## config.mk

```make
export PLATFORM = sky130hd
export DESIGN_NAME = touch_key_counter
export DESIGN_NICKNAME = d
export VERILOG_FILES = /design/src/include/touch_pkg.sv /design/src/hw/touch_key_counter.sv
export SDC_FILE = /design/constraint.sdc
export NUM_CORES = 1
export LEC_CHECK = 0
export BUFFER_PORTS_ARGS = -buffer_cell sky130_fd_sc_hd__buf_2
export CELL_PAD_IN_SITES_DETAIL_PLACEMENT = 1
export CELL_PAD_IN_SITES_GLOBAL_PLACEMENT = 1
export CORE_MARGIN = 5
export CORE_UTILIZATION = 39
export DETAILED_ROUTE_END_ITERATION = 6
export PLACE_DENSITY = 0.89
export SLEW_MARGIN = 40
export SYNTH_ARGS = -nofsm -noshare
export SYNTH_HDL_FRONTEND = slang
export SYNTH_SLANG_ARGS = --single-unit
```

## constraint.sdc

```tcl
create_clock -name ref_clk -period 2.9 [get_ports ref_clk]
set_clock_uncertainty 0.1 [all_clocks]
set_input_delay 0.435 -clock ref_clk [delete_from_list [all_inputs] [get_ports ref_clk]]
set_output_delay 0.435 -clock ref_clk [all_outputs]
set_load 0.02 [all_outputs]
```

## src/include/touch_pkg.sv

```systemverilog
`default_nettype none
package touch_pkg;
  // Register indices; the APB byte address is four times the index.
  localparam logic [7:0] IDX_CTRL2    = 8'h20;
  localparam logic [7:0] IDX_CTRL     = 8'h21;
  localparam logic [7:0] IDX_CNT_HI   = 8'h22;
  localparam logic [7:0] IDX_CNT_LO   = 8'h23;
  localparam logic [7:0] IDX_REG      = 8'h24;
  localparam logic [7:0] IDX_CHARGE   = 8'h25;
  localparam logic [7:0] IDX_CAP      = 8'h26;
  localparam logic [7:0] IDX_STATUS   = 8'h27;
  localparam logic [7:0] IDX_MASK     = 8'h28;

  localparam int CTRL2_BUSY   = 7;
  localparam int CTRL2_CLKSEL = 1;
  localparam int CTRL2_MODE   = 0;
  localparam int CTRL_CH_LSB  = 5;
  localparam int CTRL_START   = 4;
  localparam int CTRL_READY   = 3;
  localparam int CTRL_OVF     = 2;
  localparam int CTRL_OSC     = 0;
  localparam int REG_EN       = 2;
  localparam int ST_DONE      = 0;
  localparam int ST_OVF       = 1;
  localparam int ST_READY     = 2;

  localparam logic [2:0] CH_LAST     = 3'h5;
  localparam logic [1:0] REF_RESET   = 2'h0;
  localparam logic [3:0] CAP_RESET   = 4'h0;
  localparam logic [7:0] CHG_RESET   = 8'h00;
  localparam logic [2:0] ST_RESET    = 3'h0;
  localparam logic [2:0] CH_RESET    = 3'h7;

  // Counter clock is made from the 50 MHz system clock by a phase accumulator.
  localparam logic [5:0] SYS_MHZ     = 6'd50;
  localparam logic [5:0] FAST_MHZ    = 6'd32;
  localparam logic [5:0] SLOW_MHZ    = 6'd16;
  localparam int         CONV_CYCLES = 16;

  typedef struct packed {
    logic [5:0] pad_enable;
    logic       osc_enable;
    logic       regulator_enable;
    logic [1:0] regulator_ref;
    logic [3:0] cap_coef;
    logic [7:0] charge_setting;
  } analog_ctrl_t;

  typedef enum logic [2:0] {
    IDLE = 3'b001,
    RUN  = 3'b010,
    DONE = 3'b100
  } conv_state_t;
endpackage : touch_pkg
`default_nettype wire

```

## src/hw/touch_key_counter.sv

```systemverilog
// How it works
// - Control bits 7..5 pick one of six pads with codes 0..5, and codes 6 and 7 turn counting off.
// - Writing one to control bit 4 starts the counter; the bit is not stored and always reads zero.
// - Hardware sets the regulator-ready flag in control bit 3 and only a software write clears it.
// - Bit 1 of the second control register picks a 32 MHz (0) or 16 MHz (1) counter clock.
// - The 16-bit charge count is read as a high byte and a low byte in two registers.
// - Bit 2 of the regulator register enables the regulator and resets to zero.
// - Bits 1..0 of the regulator register pick the reference, resetting to 00.
// - Bits 3..0 of the capacitance register hold the reference coefficient.
`timescale 1ns/1ps
`default_nettype none
module touch_key_counter #(
  parameter int ADDR_W      = 12,
  parameter int CONV_CYCLES = touch_pkg::CONV_CYCLES
) (
  input  wire logic                    ref_clk,
  input  wire logic                    rst_n,
  input  wire logic                    psel,
  input  wire logic                    penable,
  input  wire logic                    pwrite,
  input  wire logic [ADDR_W-1:0]       paddr,
  input  wire logic [31:0]             pwdata,
  output var  logic [31:0]             prdata,
  output var  logic                    pready,
  output var  logic                    pslverr,
  input  wire logic                    touch_osc,
  input  wire logic                    regulator_settled,
  output var  touch_pkg::analog_ctrl_t analog,
  output var  logic                    irq
);
  logic [2:0]              chan;
  logic                    osc_bit;
  logic                    ready_flag;
  logic                    ovf_flag;
  logic                    clk_sel;
  logic                    mode;
  logic [15:0]             count;
  logic [5:0]              phase;
  logic [15:0]             osc_edges;
  logic                    osc_prev;
  logic [2:0]              status;
  logic [2:0]              mask;
  touch_pkg::conv_state_t  state;

  // Bus decode.
  wire [7:0] idx     = paddr[9:2];
  wire       access  = psel && penable;
  wire       commit  = access && pready;
  wire       wr      = commit && pwrite;
  wire [7:0] wdat    = pwdata[7:0];
  wire       hit_map = (idx >= touch_pkg::IDX_CTRL2) && (idx <= touch_pkg::IDX_MASK);
  wire       aligned = (paddr[1:0] == 2'h0) && (paddr[ADDR_W-1:10] == '0);
  wire       mapped  = hit_map && aligned;
  wire       wr_ctrl2  = wr && mapped && (idx == touch_pkg::IDX_CTRL2);
  wire       wr_ctrl   = wr && mapped && (idx == touch_pkg::IDX_CTRL);
  wire       wr_reg    = wr && mapped && (idx == touch_pkg::IDX_REG);
  wire       wr_charge = wr && mapped && (idx == touch_pkg::IDX_CHARGE);
  wire       wr_cap    = wr && mapped && (idx == touch_pkg::IDX_CAP);
  wire       wr_status = wr && mapped && (idx == touch_pkg::IDX_STATUS);
  wire       wr_mask   = wr && mapped && (idx == touch_pkg::IDX_MASK);

  // Channel and start decode.
  wire       chan_ok   = (chan <= touch_pkg::CH_LAST);
  wire [2:0] new_chan  = wdat[touch_pkg::CTRL_CH_LSB +: 3];
  wire       new_ok    = (new_chan <= touch_pkg::CH_LAST);
  wire       busy      = (state != touch_pkg::IDLE);
  // A start with counting disabled or during a conversion is ignored.
  wire       start     = wr_ctrl && wdat[touch_pkg::CTRL_START] && new_ok && !busy;

  // Counter clock tick from a 50 MHz phase accumulator.
  wire [5:0] step      = clk_sel ? touch_pkg::SLOW_MHZ : touch_pkg::FAST_MHZ;
  wire [6:0] phase_sum = {1'b0, phase} + {1'b0, step};
  wire       tick      = (phase_sum >= {1'b0, touch_pkg::SYS_MHZ});
  wire [6:0] phase_wrp = phase_sum - {1'b0, touch_pkg::SYS_MHZ};
  wire [5:0] next_phase = tick ? phase_wrp[5:0] : phase_sum[5:0];

  // Conversion progress.
  wire       running   = (state == touch_pkg::RUN);
  wire       osc_edge  = touch_osc && !osc_prev && running;
  wire       last_edge = osc_edge && (osc_edges == 16'(CONV_CYCLES - 1));
  wire       wrap      = running && tick && (count == 16'hffff);
  wire       finish    = (state == touch_pkg::DONE);

  // Regulator ready: set wins over the software clear.
  // The flag is set on every cycle of the settled condition, so a clear while the regulator stays settled
  // has no effect; the status event fires only on the rising edge of the flag.
  wire       rdy_cond  = analog.regulator_enable && regulator_settled;
  wire       rdy_set   = rdy_cond && !ready_flag;
  wire       rdy_clr   = wr_ctrl && !wdat[touch_pkg::CTRL_READY];
  wire       next_ready = rdy_cond || (ready_flag && !rdy_clr);

  // Overflow flag: cleared by a new start, a wrap in the same cycle still sets it.
  wire       next_ovf  = wrap || (ovf_flag && !start);

  // Interrupt status, write one to clear, set wins.
  wire [2:0] events;
  assign events[touch_pkg::ST_DONE]  = finish;
  assign events[touch_pkg::ST_OVF]   = wrap;
  assign events[touch_pkg::ST_READY] = rdy_set;
  wire [2:0] st_clr      = wr_status ? wdat[2:0] : 3'h0;
  wire [2:0] next_status = events | (status & ~st_clr);
  wire       next_irq    = |(next_status & mask);

  // Next state.
  touch_pkg::conv_state_t next_state;
  always_comb begin
    case (state)
      touch_pkg::IDLE: next_state = start ? touch_pkg::RUN : touch_pkg::IDLE;
      touch_pkg::RUN:  next_state = last_edge ? touch_pkg::DONE : touch_pkg::RUN;
      touch_pkg::DONE: next_state = touch_pkg::IDLE;
      default:         next_state = touch_pkg::IDLE;
    endcase
  end

  // Pad decode for the analog side.
  function automatic logic [5:0] pad_decode(input logic [2:0] ch);
    pad_decode = (ch <= touch_pkg::CH_LAST) ? 6'(6'h01 << ch) : 6'h00;
  endfunction : pad_decode

  // Read data.
  logic [7:0] rd_byte;
  always_comb begin
    rd_byte = 8'h00;
    case (idx)
      touch_pkg::IDX_CTRL2:  rd_byte = {busy, 5'h00, clk_sel, mode};
      touch_pkg::IDX_CTRL:   rd_byte = {chan, 1'b0, ready_flag, ovf_flag, 1'b0, osc_bit};
      touch_pkg::IDX_CNT_HI: rd_byte = count[15:8];
      touch_pkg::IDX_CNT_LO: rd_byte = count[7:0];
      touch_pkg::IDX_REG:    rd_byte = {5'h00, analog.regulator_enable, analog.regulator_ref};
      touch_pkg::IDX_CHARGE: rd_byte = analog.charge_setting;
      touch_pkg::IDX_CAP:    rd_byte = {4'h0, analog.cap_coef};
      touch_pkg::IDX_STATUS: rd_byte = {5'h00, status};
      touch_pkg::IDX_MASK:   rd_byte = {5'h00, mask};
      default:               rd_byte = 8'h00;
    endcase
  end

  // APB slave with one wait state; data and error are registered.
  always_ff @(posedge ref_clk) begin
    if (!rst_n) begin
      pready  <= 1'b0;
      prdata  <= 32'h0;
      pslverr <= 1'b0;
    end else begin
      pready  <= access && !pready;
      prdata  <= (access && !pready && mapped) ? {24'h0, rd_byte} : 32'h0;
      pslverr <= access && !pready && !mapped;
    end
  end

  // Control registers.
  always_ff @(posedge ref_clk) begin
    if (!rst_n) begin
      chan    <= touch_pkg::CH_RESET;
      osc_bit <= 1'b0;
      clk_sel <= 1'b0;
      mode    <= 1'b0;
      mask    <= touch_pkg::ST_RESET;
    end else begin
      if (wr_ctrl) begin
        chan    <= new_chan;
        osc_bit <= wdat[touch_pkg::CTRL_OSC];
      end
      if (wr_ctrl2) begin
        clk_sel <= wdat[touch_pkg::CTRL2_CLKSEL];
        mode    <= wdat[touch_pkg::CTRL2_MODE];
      end
      if (wr_mask) begin
        mask <= wdat[2:0];
      end
    end
  end

  // Analog controls, all registered.
  always_ff @(posedge ref_clk) begin
    if (!rst_n) begin
      analog.pad_enable       <= 6'h00;
      analog.osc_enable       <= 1'b0;
      analog.regulator_enable <= 1'b0;
      analog.regulator_ref    <= touch_pkg::REF_RESET;
      analog.cap_coef         <= touch_pkg::CAP_RESET;
      analog.charge_setting   <= touch_pkg::CHG_RESET;
    end else begin
      if (wr_ctrl) begin
        analog.pad_enable <= pad_decode(new_chan);
        analog.osc_enable <= wdat[touch_pkg::CTRL_OSC] && new_ok;
      end
      if (wr_reg) begin
        analog.regulator_enable <= wdat[touch_pkg::REG_EN];
        analog.regulator_ref    <= wdat[1:0];
      end
      if (wr_charge) begin
        analog.charge_setting <= wdat;
      end
      if (wr_cap) begin
        analog.cap_coef <= wdat[3:0];
      end
    end
  end

  // Conversion engine and flags.
  always_ff @(posedge ref_clk) begin
    if (!rst_n) begin
      state      <= touch_pkg::IDLE;
      phase      <= 6'h00;
      count      <= 16'h0000;
      osc_edges  <= 16'h0000;
      osc_prev   <= 1'b0;
      ready_flag <= 1'b0;
      ovf_flag   <= 1'b0;
      status     <= touch_pkg::ST_RESET;
      irq        <= 1'b0;
    end else begin
      state      <= next_state;
      phase      <= next_phase;
      osc_prev   <= touch_osc;
      ready_flag <= next_ready;
      ovf_flag   <= next_ovf;
      status     <= next_status;
      irq        <= next_irq;
      if (start) begin
        count     <= 16'h0000;
        osc_edges <= 16'h0000;
      end else if (running) begin
        count     <= tick ? count + 16'h0001 : count;
        osc_edges <= osc_edge ? osc_edges + 16'h0001 : osc_edges;
      end
    end
  end
endmodule : touch_key_counter
`default_nettype wire

```

==> metrics.json, run 1 <==
{
  "timing": {
    "setup_total_negative_slack_ns": 0,
    "setup-violations-final": 0,
    "slew_viol_final": 0,
    "post-route-worst-setup-slack_ns": 0.132,
    "period_minus_slack_ns": 2.77,
    "rsz0062_at_grt": "no",
    "final.period_utilization_pct": 95.5,
    "clock.fmax_mhz": 361,
    "hold_violations": 0,
    "maxSlewHeadroom_pct": 64.7,
    "timing_worst_slew_pin_value_ns": 0.528
  },
  "routing": {
    "route.final.wire_length_um": 12000,
    "routed_wire_length_per_instance_um": 17.6,
    "first_pass_iters": 4,
    "viasPerCell": 5.38,
    "final_antenna_net_count": 0,
    "drcViolationCount": 0,
    "detail_route.iter0.violations": 165,
    "count_of_vias_placed_by_the_detailed_router": 3661
  },
  "clock_tree": {
    "clock_sink_count": 88,
    "number_of_resized_instances_in_the_post_cts_repair_step": 0,
    "htree_num_levels": 3,
    "cts_setup_buffers": 0,
    "clock_path_buffers": 2,
    "cts_root_buffer": "sky130_fd_sc_hd__clkbuf_8",
    "clock_slew_seen_by_the_registers_of_the_worst_setup_and_hold_paths_ns": 0.09,
    "cts_inserted_buffers": 9,
    "cts_tree": "done",
    "clock_latency_ns": 0.37,
    "cts_hold_repair.buffers": 0
  },
  "final_layout": {
    "postLayoutCellArea_mm2": 0.00487,
    "layout-area-overhead-vs-synth_pct": 14.0,
    "post_route_cells_drive_above_1_share_pct": 18.5,
    "fin_nets": 594,
    "layout_common_cells": "88 x sky130_fd_sc_hd__dfxtp_1, 59 x sky130_fd_sc_hd__buf_2, 53 x sky130_fd_sc_hd__nand2_1",
    "utilization_pct": 45.1,
    "mostFrequentLayoutCell": "sky130_fd_sc_hd__dfxtp_1",
    "num_antenna_cells": 0,
    "final_cells": 681
  },
  "worst_setup_path": {
    "setup.reg_to_reg.worst_slack_ns": 0.13,
    "worst_r2r_endpoint": "irq",
    "crit_required_ns": 3.06,
    "origin_of_the_critical_flop_to_flop_path": "clk_sel",
    "crit_fanout": 4,
    "cp-end-kind": "flop",
    "crit_path_start_kind": "flop",
    "criticalPathCategory": "reg2reg",
    "worst_ep_arrival_time_ns": 2.93,
    "endpoint": "irq",
    "setup.worst_path.start": "clk_sel",
    "timing.reg2reg.worst_path_depth": 8
  },
  "place": {
    "post_dp_cell_area_mm2": 0.00466,
    "post-place-ws_ns": 0.137,
    "port_buffers": 59,
    "dp.cells": 666,
    "hpwlAfterDp_um": 8960,
    "gpl.final_weighted_congestion": 0.933
  },
  "synth": {
    "synth_top_cell_by_area": "sky130_fd_sc_hd__dfxtp_1",
    "mappedNetlistArea_mm2": 0.00427,
    "ys_top_cells_by_area": "sky130_fd_sc_hd__dfxtp_1 41%, sky130_fd_sc_hd__mux2i_1 4.9%, sky130_fd_sc_hd__nand2_1 4.7%",
    "multiplexer_fraction_of_the_synthesized_cell_area_pct": 5.19,
    "ys_seq_area_share_pct": 41.3,
    "yosys_warnings": 0,
    "synth-async-reset-ratio_pct": 0,
    "flop_and_latch_count_out_of_synthesis": 88,
    "fraction_of_the_mapped_netlist_area_in_compound_gates_pct": 11.0,
    "adder_and_majority_cell_fraction_of_the_synthesized_area_pct": 1.93,
    "netlist_instances": 477,
    "xor_xnor_share_of_the_synthesized_area_pct": 6.77,
    "synth-main-ff-cell": "sky130_fd_sc_hd__dfxtp_1",
    "syn_avg_cell_area_um2": 8.95,
    "main_combinational_cell_family_by_area_after_synthesis": "simple AND/OR/NAND/NOR gates",
    "synth_top_area_share_pct": 41.3,
    "synth.lib_cells_used.distinct": 61,
    "synthSimpleGateAreaFrac_pct": 26.6,
    "synth_edf_count": 0
  },
  "die": {
    "dieHeight_um": 115,
    "pin_count": 108,
    "die-area_mm2": 0.0131,
    "start_util_pct": 39.6,
    "number_of_cell_rows": 38,
    "core_region_area_mm2": 0.0108,
    "die_w_um": 115
  },
  "power_and_ir_drop": {
    "leakagePower_nw": 1.98,
    "power_density_mw_per_mm2": 507,
    "vdd_drop_max_mv": 0.257
  },
  "job": {
    "timing.max_cap.violations": 0
  },
  "global_route": {
    "wire_length_of_the_first_global_routing_pass_um": 19400,
    "number_of_global_route_vias_before_repair": 3888,
    "initial_antenna_violation_count": 0,
    "global_route.usage.total_pct": 18.7,
    "overflow_after_grt": 0,
    "pin_count_of_the_biggest_net_entering_global_routing": 34
  },
  "outcome": {
    "outcome": "complete, no violations"
  },
  "min_path": {
    "worstHoldPathType": "in2reg"
  }
}
## kinds of logic (layout without fill, tap and decap cells)
| kind of cell | count (synthesis) | after routing |
|---|---|---|
| other | 1 | 24 |
| xor gates and xnor gates | 33 | 33 |
| AOI/OAI and AO/OA | 61 | 61 |
| adders and majority gates | 6 | 6 |
| muxes | 22 | 22 |
| DFF | 88 | 88 |
| and+or+nand+nor | 210 | 210 |
| buffers and inverters | 56 | 97 |
## worst min path at each step
stage                           from          to  slack (ns)  cells past startpoint
after floorplan                 mode        mode        0.34                      2
after global placement          mode        mode        0.35                      2
after detailed placement  analog[15]  analog[15]        0.35                      2
after CTS                  touch_osc    osc_prev        0.23                      2
after global routing       touch_osc    osc_prev        0.22                      2
final                      touch_osc    osc_prev        0.23                      2
## Yosys cell counts, types with 3 or more instances
cell type / instances
sky130_fd_sc_hd__buf_4: 24
sky130_fd_sc_hd__nor4_1: 5
sky130_fd_sc_hd__a21oi_1: 8
sky130_fd_sc_hd__dfxtp_1: 88
sky130_fd_sc_hd__clkbuf_1: 18
sky130_fd_sc_hd__mux2i_1: 21
sky130_fd_sc_hd__xor2_1: 16
sky130_fd_sc_hd__a22oi_1: 9
sky130_fd_sc_hd__nor2b_1: 14
sky130_fd_sc_hd__inv_1: 12
sky130_fd_sc_hd__nand4b_1: 3
sky130_fd_sc_hd__and4b_1: 4
sky130_fd_sc_hd__nand3_1: 24
sky130_fd_sc_hd__o21ai_0: 7
sky130_fd_sc_hd__and2_1: 10
sky130_fd_sc_hd__nor3_1: 8
sky130_fd_sc_hd__xnor2_1: 17
sky130_fd_sc_hd__nand4_1: 10
sky130_fd_sc_hd__and3_1: 4
sky130_fd_sc_hd__and4_1: 5
sky130_fd_sc_hd__a222oi_1: 4
sky130_fd_sc_hd__nor2_1: 47
sky130_fd_sc_hd__a21boi_0: 14
sky130_fd_sc_hd__ha_1: 5
sky130_fd_sc_hd__nand2_1: 53
## registers in the layout (all words and copies together) (netlist names)
| name | flops |
|---|---|
| clk_sel | 1 |
| chan | 3 |
| prdata | 8 |
| pready | 1 |
| count | 16 |
| mask | 3 |
| irq | 1 |
| osc_bit | 1 |
| ready_flag | 1 |
| osc_edges | 16 |
| analog | 22 |
| mode | 1 |
| pslverr | 1 |
| status | 3 |
| osc_prev | 1 |
| phase | 5 |
| state | 3 |
| ovf_flag | 1 |
## worst max-delay path, cell delays in order (launching register included)
cell and delay [ns]:
sky130_fd_sc_hd__dfxtp_1 0.39, sky130_fd_sc_hd__ha_1 0.25, sky130_fd_sc_hd__fa_1 0.43, sky130_fd_sc_hd__nor4b_1 0.42
sky130_fd_sc_hd__buf_4 0.22, sky130_fd_sc_hd__nor3_2 0.05, sky130_fd_sc_hd__and4_1 0.25, sky130_fd_sc_hd__a32o_1 0.22
sky130_fd_sc_hd__a221o_1 0.34
## metal layers
| layer | track usage, % | wire, µm |
|---|---|---|
| met4 | 8.47 | 349 |
| met3 | 4.60 | 705 |
| met5 | 0 | 0 |
| met2 | 31.5 | 6030 |
| met1 | 22.3 | 4930 |
## per-stage QoR
| step | hold WS, ns | total power, mW |
|---|---|---|
| 2_1_floorplan | 0.338 | 1.52 |
| 3_3_place_gp | 0.348 | 1.56 |
| 3_5_place_dp | 0.354 | 1.60 |
| 4_1_cts | 0.227 | 2.49 |
| 5_1_grt | 0.225 | 2.58 |
| 6_report | 0.233 | 2.47 |
## where the power goes
group          internal (mW)  switching [mW]  leakage [nW]  total (mW)
Sequential              1.24          0.0228         0.710        1.26
Clock                  0.465           0.436         0.102       0.901
Combinational          0.125           0.183          1.17       0.308
## final cells by class
cell class / count / area, µm²
fillers: 1300 / 5920
inverters: 12 / 45.0
flip-flops and latches: 88 / 1760
clock buffers: 13 / 169
clock inverters: 2 / 37.5
well taps: 140 / 175
multi-input cells: 356 / 2290
repair buffers: 70 / 390
(Power assumes the default switching activity.)
==> inputs of run 2 (changes only) <==
CORE_ASPECT_RATIO = 0.8   (was default)
==> run 2 against run 1 <==
Effect of this change:
- design area up 1.7%
- final cell count rose by 0.88%
- worst hold slack worse by 0.032 ns
- clock power is 22% higher
- via count up 1.4%
- sequential power hardly changed
- critical path type unchanged
==> metrics.json, run 2 (synthesis gave the netlist of run 1 again) <==
{
  "worst_setup_path": {
    "worst_ep_arrival_time": {"value": 2.79, "unit": "ns", "change": "was 2.93 ns"},
    "crit_path_start_kind": {"value": "flop", "change": "unchanged"},
    "crit_required": {"value": 3.04, "unit": "ns", "change": "was 3.06 ns"},
    "timing.reg2reg.worst_path_depth": {"value": 7, "change": "was 8"},
    "origin_of_the_critical_flop_to_flop_path": {"value": "clk_sel", "change": "unchanged"},
    "setup.worst_path.start": {"value": "clk_sel", "change": "unchanged"},
    "criticalPathCategory": {"value": "reg2reg", "change": "unchanged"},
    "crit_fanout": {"value": 4, "change": "unchanged"},
    "cp-end-kind": {"value": "flop", "change": "unchanged"}
  },
  "final_layout": {
    "registers.top_by_ff_count": {"value": "analog", "change": "unchanged"},
    "fin_nets": {"value": 595, "change": "was 594"},
    "post_route_cells_drive_above_1_share": {"value": 18.6, "unit": "%", "change": "was 18.5%"},
    "num_antenna_cells": {"value": 0, "change": "unchanged"},
    "mostFrequentLayoutCell": {"value": "sky130_fd_sc_hd__dfxtp_1", "change": "unchanged"},
    "layout_common_cells": {"value": "88 x sky130_fd_sc_hd__dfxtp_1, 59 x sky130_fd_sc_hd__buf_2, 53 x sky130_fd_sc_hd__nand2_1", "change": "unchanged"},
    "layout-area-overhead-vs-synth": {"value": 15.9, "unit": "%", "change": "was 14.0%"},
    "filler_cell_count": {"value": 1292, "change": "was 1300"},
    "largest_register_ff_count": {"value": 22, "change": "unchanged"},
    "largestRegisters": {"value": "analog: 22 flops, count: 16 flops, osc_edges: 16 flops", "change": "unchanged"}
  },
  "clock_tree": {
    "cts_tree": {"value": "done", "change": "unchanged"},
    "htree_num_levels": {"value": 3, "change": "unchanged"},
    "cts_setup_buffers": {"value": 0, "change": "unchanged"},
    "clock_sink_count": {"value": 88, "change": "unchanged"},
    "cts_root_buffer": {"value": "sky130_fd_sc_hd__clkbuf_16", "change": "was sky130_fd_sc_hd__clkbuf_8"},
    "clock_path_buffers": {"value": 2, "change": "unchanged"},
    "clock_latency": {"value": 0.35, "unit": "ns", "change": "was 0.37 ns"},
    "cts_inserted_buffers": {"value": 9, "change": "unchanged"},
    "clock_slew_seen_by_the_registers_of_the_worst_setup_and_hold_paths": {"value": 0.06, "unit": "ns", "change": "was 0.09 ns"},
    "cts_hold_repair.buffers": {"value": 0, "change": "unchanged"},
    "number_of_resized_instances_in_the_post_cts_repair_step": {"value": 0, "change": "unchanged"}
  },
  "routing": {
    "routed_wire_length_per_instance": {"value": 18.4, "unit": "µm", "change": "was 17.6 µm"},
    "count_of_vias_placed_by_the_detailed_router": {"value": 3712, "change": "was 3661"},
    "route.final.wire_length": {"value": 12600, "unit": "µm", "change": "was 12000 µm"},
    "drcViolationCount": {"value": 0, "change": "unchanged"},
    "detail_route.iter0.violations": {"value": 214, "change": "was 165"},
    "first_pass_iters": {"value": 7, "change": "was 4"},
    "final_antenna_net_count": {"value": 0, "change": "unchanged"},
    "viasPerCell": {"value": 5.40, "change": "was 5.38"}
  },
  "timing": {
    "period_minus_slack": {"value": 2.65, "unit": "ns", "change": "was 2.77 ns"},
    "setup_total_negative_slack": {"value": 0, "unit": "ns", "change": "unchanged"},
    "final.period_utilization": {"value": 91.4, "unit": "%", "change": "was 95.5%"},
    "timing_worst_slew_pin_value": {"value": 0.592, "unit": "ns", "change": "was 0.528 ns"},
    "hold_violations": {"value": 0, "change": "unchanged"},
    "slew_viol_final": {"value": 0, "change": "unchanged"},
    "maxSlewHeadroom": {"value": 60.4, "unit": "%", "change": "was 64.7%"},
    "final.hold.worst_slack": {"value": 0.201, "unit": "ns", "change": "was 0.233 ns"},
    "rsz0062_at_grt": {"value": "no", "change": "unchanged"},
    "setup-violations-final": {"value": 0, "change": "unchanged"},
    "clock.fmax": {"value": 377, "unit": "MHz", "change": "was 361 MHz"}
  },
  "min_path": {
    "worstHoldPathType": {"value": "in2reg", "change": "unchanged"},
    "min_from": {"value": "touch_osc", "change": "unchanged"},
    "hold_depth": {"value": 2, "change": "unchanged"}
  },
  "job": {
    "timing.max_cap.violations": {"value": 0, "change": "unchanged"}
  },
  "power_and_ir_drop": {
    "vdd_drop_max": {"value": 0.281, "unit": "mV", "change": "was 0.257 mV"},
    "power_density": {"value": 539, "unit": "mW/mm²", "change": "was 507 mW/mm²"},
    "fin_total_pwr": {"value": 2.67, "unit": "mW", "change": "was 2.47 mW"},
    "leakagePower": {"value": 2.01, "unit": "nW", "change": "was 1.98 nW"}
  },
  "global_route": {
    "wire_length_of_the_first_global_routing_pass": {"value": 20200, "unit": "µm", "change": "was 19400 µm"},
    "global_route.usage.total": {"value": 19.0, "unit": "%", "change": "was 18.7%"},
    "pin_count_of_the_biggest_net_entering_global_routing": {"value": 34, "change": "unchanged"},
    "overflow_after_grt": {"value": 0, "change": "unchanged"},
    "initial_antenna_violation_count": {"value": 0, "change": "unchanged"},
    "number_of_global_route_vias_before_repair": {"value": 3933, "change": "was 3888"}
  },
  "die": {
    "number_of_cell_rows": {"value": 34, "change": "was 38"},
    "start_util": {"value": 39.5, "unit": "%", "change": "was 39.6%"},
    "die-area": {"value": 0.0132, "unit": "mm²", "change": "was 0.0131 mm²"},
    "dieHeight": {"value": 104, "unit": "µm", "change": "was 115 µm"},
    "die_w": {"value": 127, "unit": "µm", "change": "was 115 µm"},
    "core_region_area": {"value": 0.0108, "unit": "mm²", "change": "about the same"},
    "pin_count": {"value": 108, "change": "unchanged"}
  },
  "place": {
    "hpwlAfterDp": {"value": 9270, "unit": "µm", "change": "was 8960 µm"},
    "port_buffers": {"value": 59, "change": "unchanged"},
    "gpl.final_weighted_congestion": {"value": 0.859, "change": "was 0.933"}
  },
  "outcome": {
    "outcome": {"value": "complete, no violations", "change": "unchanged"}
  }
}
==> run 2: layer usage <==
layer	GRT usage [%]	up-vias	share of wire [%]
li1	-	1740	-
met1	23.7	1812	42
met2	32.0	130	49
met3	5.25	30	6.3
met4	5.67	0	2.5
met5	0	-	0
==> run 2: where the power goes <==
group	internal [mW]	leakage (nW)	total (mW)	switching, mW
registers	1.24	0.710	1.26	0.0197
clock network	0.606	0.129	1.10	0.490
logic	0.126	1.17	0.313	0.187
total	1.97	2.01	2.67	0.696
==> run 2: per-stage QoR <==
step	setup slack (ns)	instances	utilization [%]	instance area, µm²
floorplan	0.303	500	-	4360
global placement	0.315	671	43.3	4670
detailed placement	0.193	671	43.3	4670
CTS	0.288	687	45.8	4950
global route	0.178	687	45.8	4950
finish	0.250	687	45.8	4950
==> run 2: final cells by class <==
| class | count | area (µm²) | share of cell area (%) |
|---|---|---|---|
| clock inverters | 4 | 28.8 | 0.581 |
| multi-input cells | 356 | 2290 | 46.3 |
| repair buffers | 71 | 398 | 8.04 |
| flip-flops and latches | 88 | 1760 | 35.6 |
| inverters | 12 | 45.0 | 0.910 |
| clock buffers | 12 | 246 | 4.98 |
| well taps | 144 | 180 | 3.64 |
==> run 2: final timing paths <==
check	slack, ns	endpoint
worst min register to register	0.35	analog[20]
worst min-delay path	0.20	osc_prev
worst max-delay path	0.25	irq
worst max register to register	0.25	irq
==> run 2: critical path, stage by stage (launching register included) <==
cell and delay, ns:
sky130_fd_sc_hd__dfxtp_1 0.48, sky130_fd_sc_hd__ha_1 0.22, sky130_fd_sc_hd__fa_1 0.47, sky130_fd_sc_hd__a21oi_1 0.34
sky130_fd_sc_hd__nor3_2 0.11, sky130_fd_sc_hd__and4_1 0.26, sky130_fd_sc_hd__a32o_1 0.22, sky130_fd_sc_hd__a221o_1 0.33
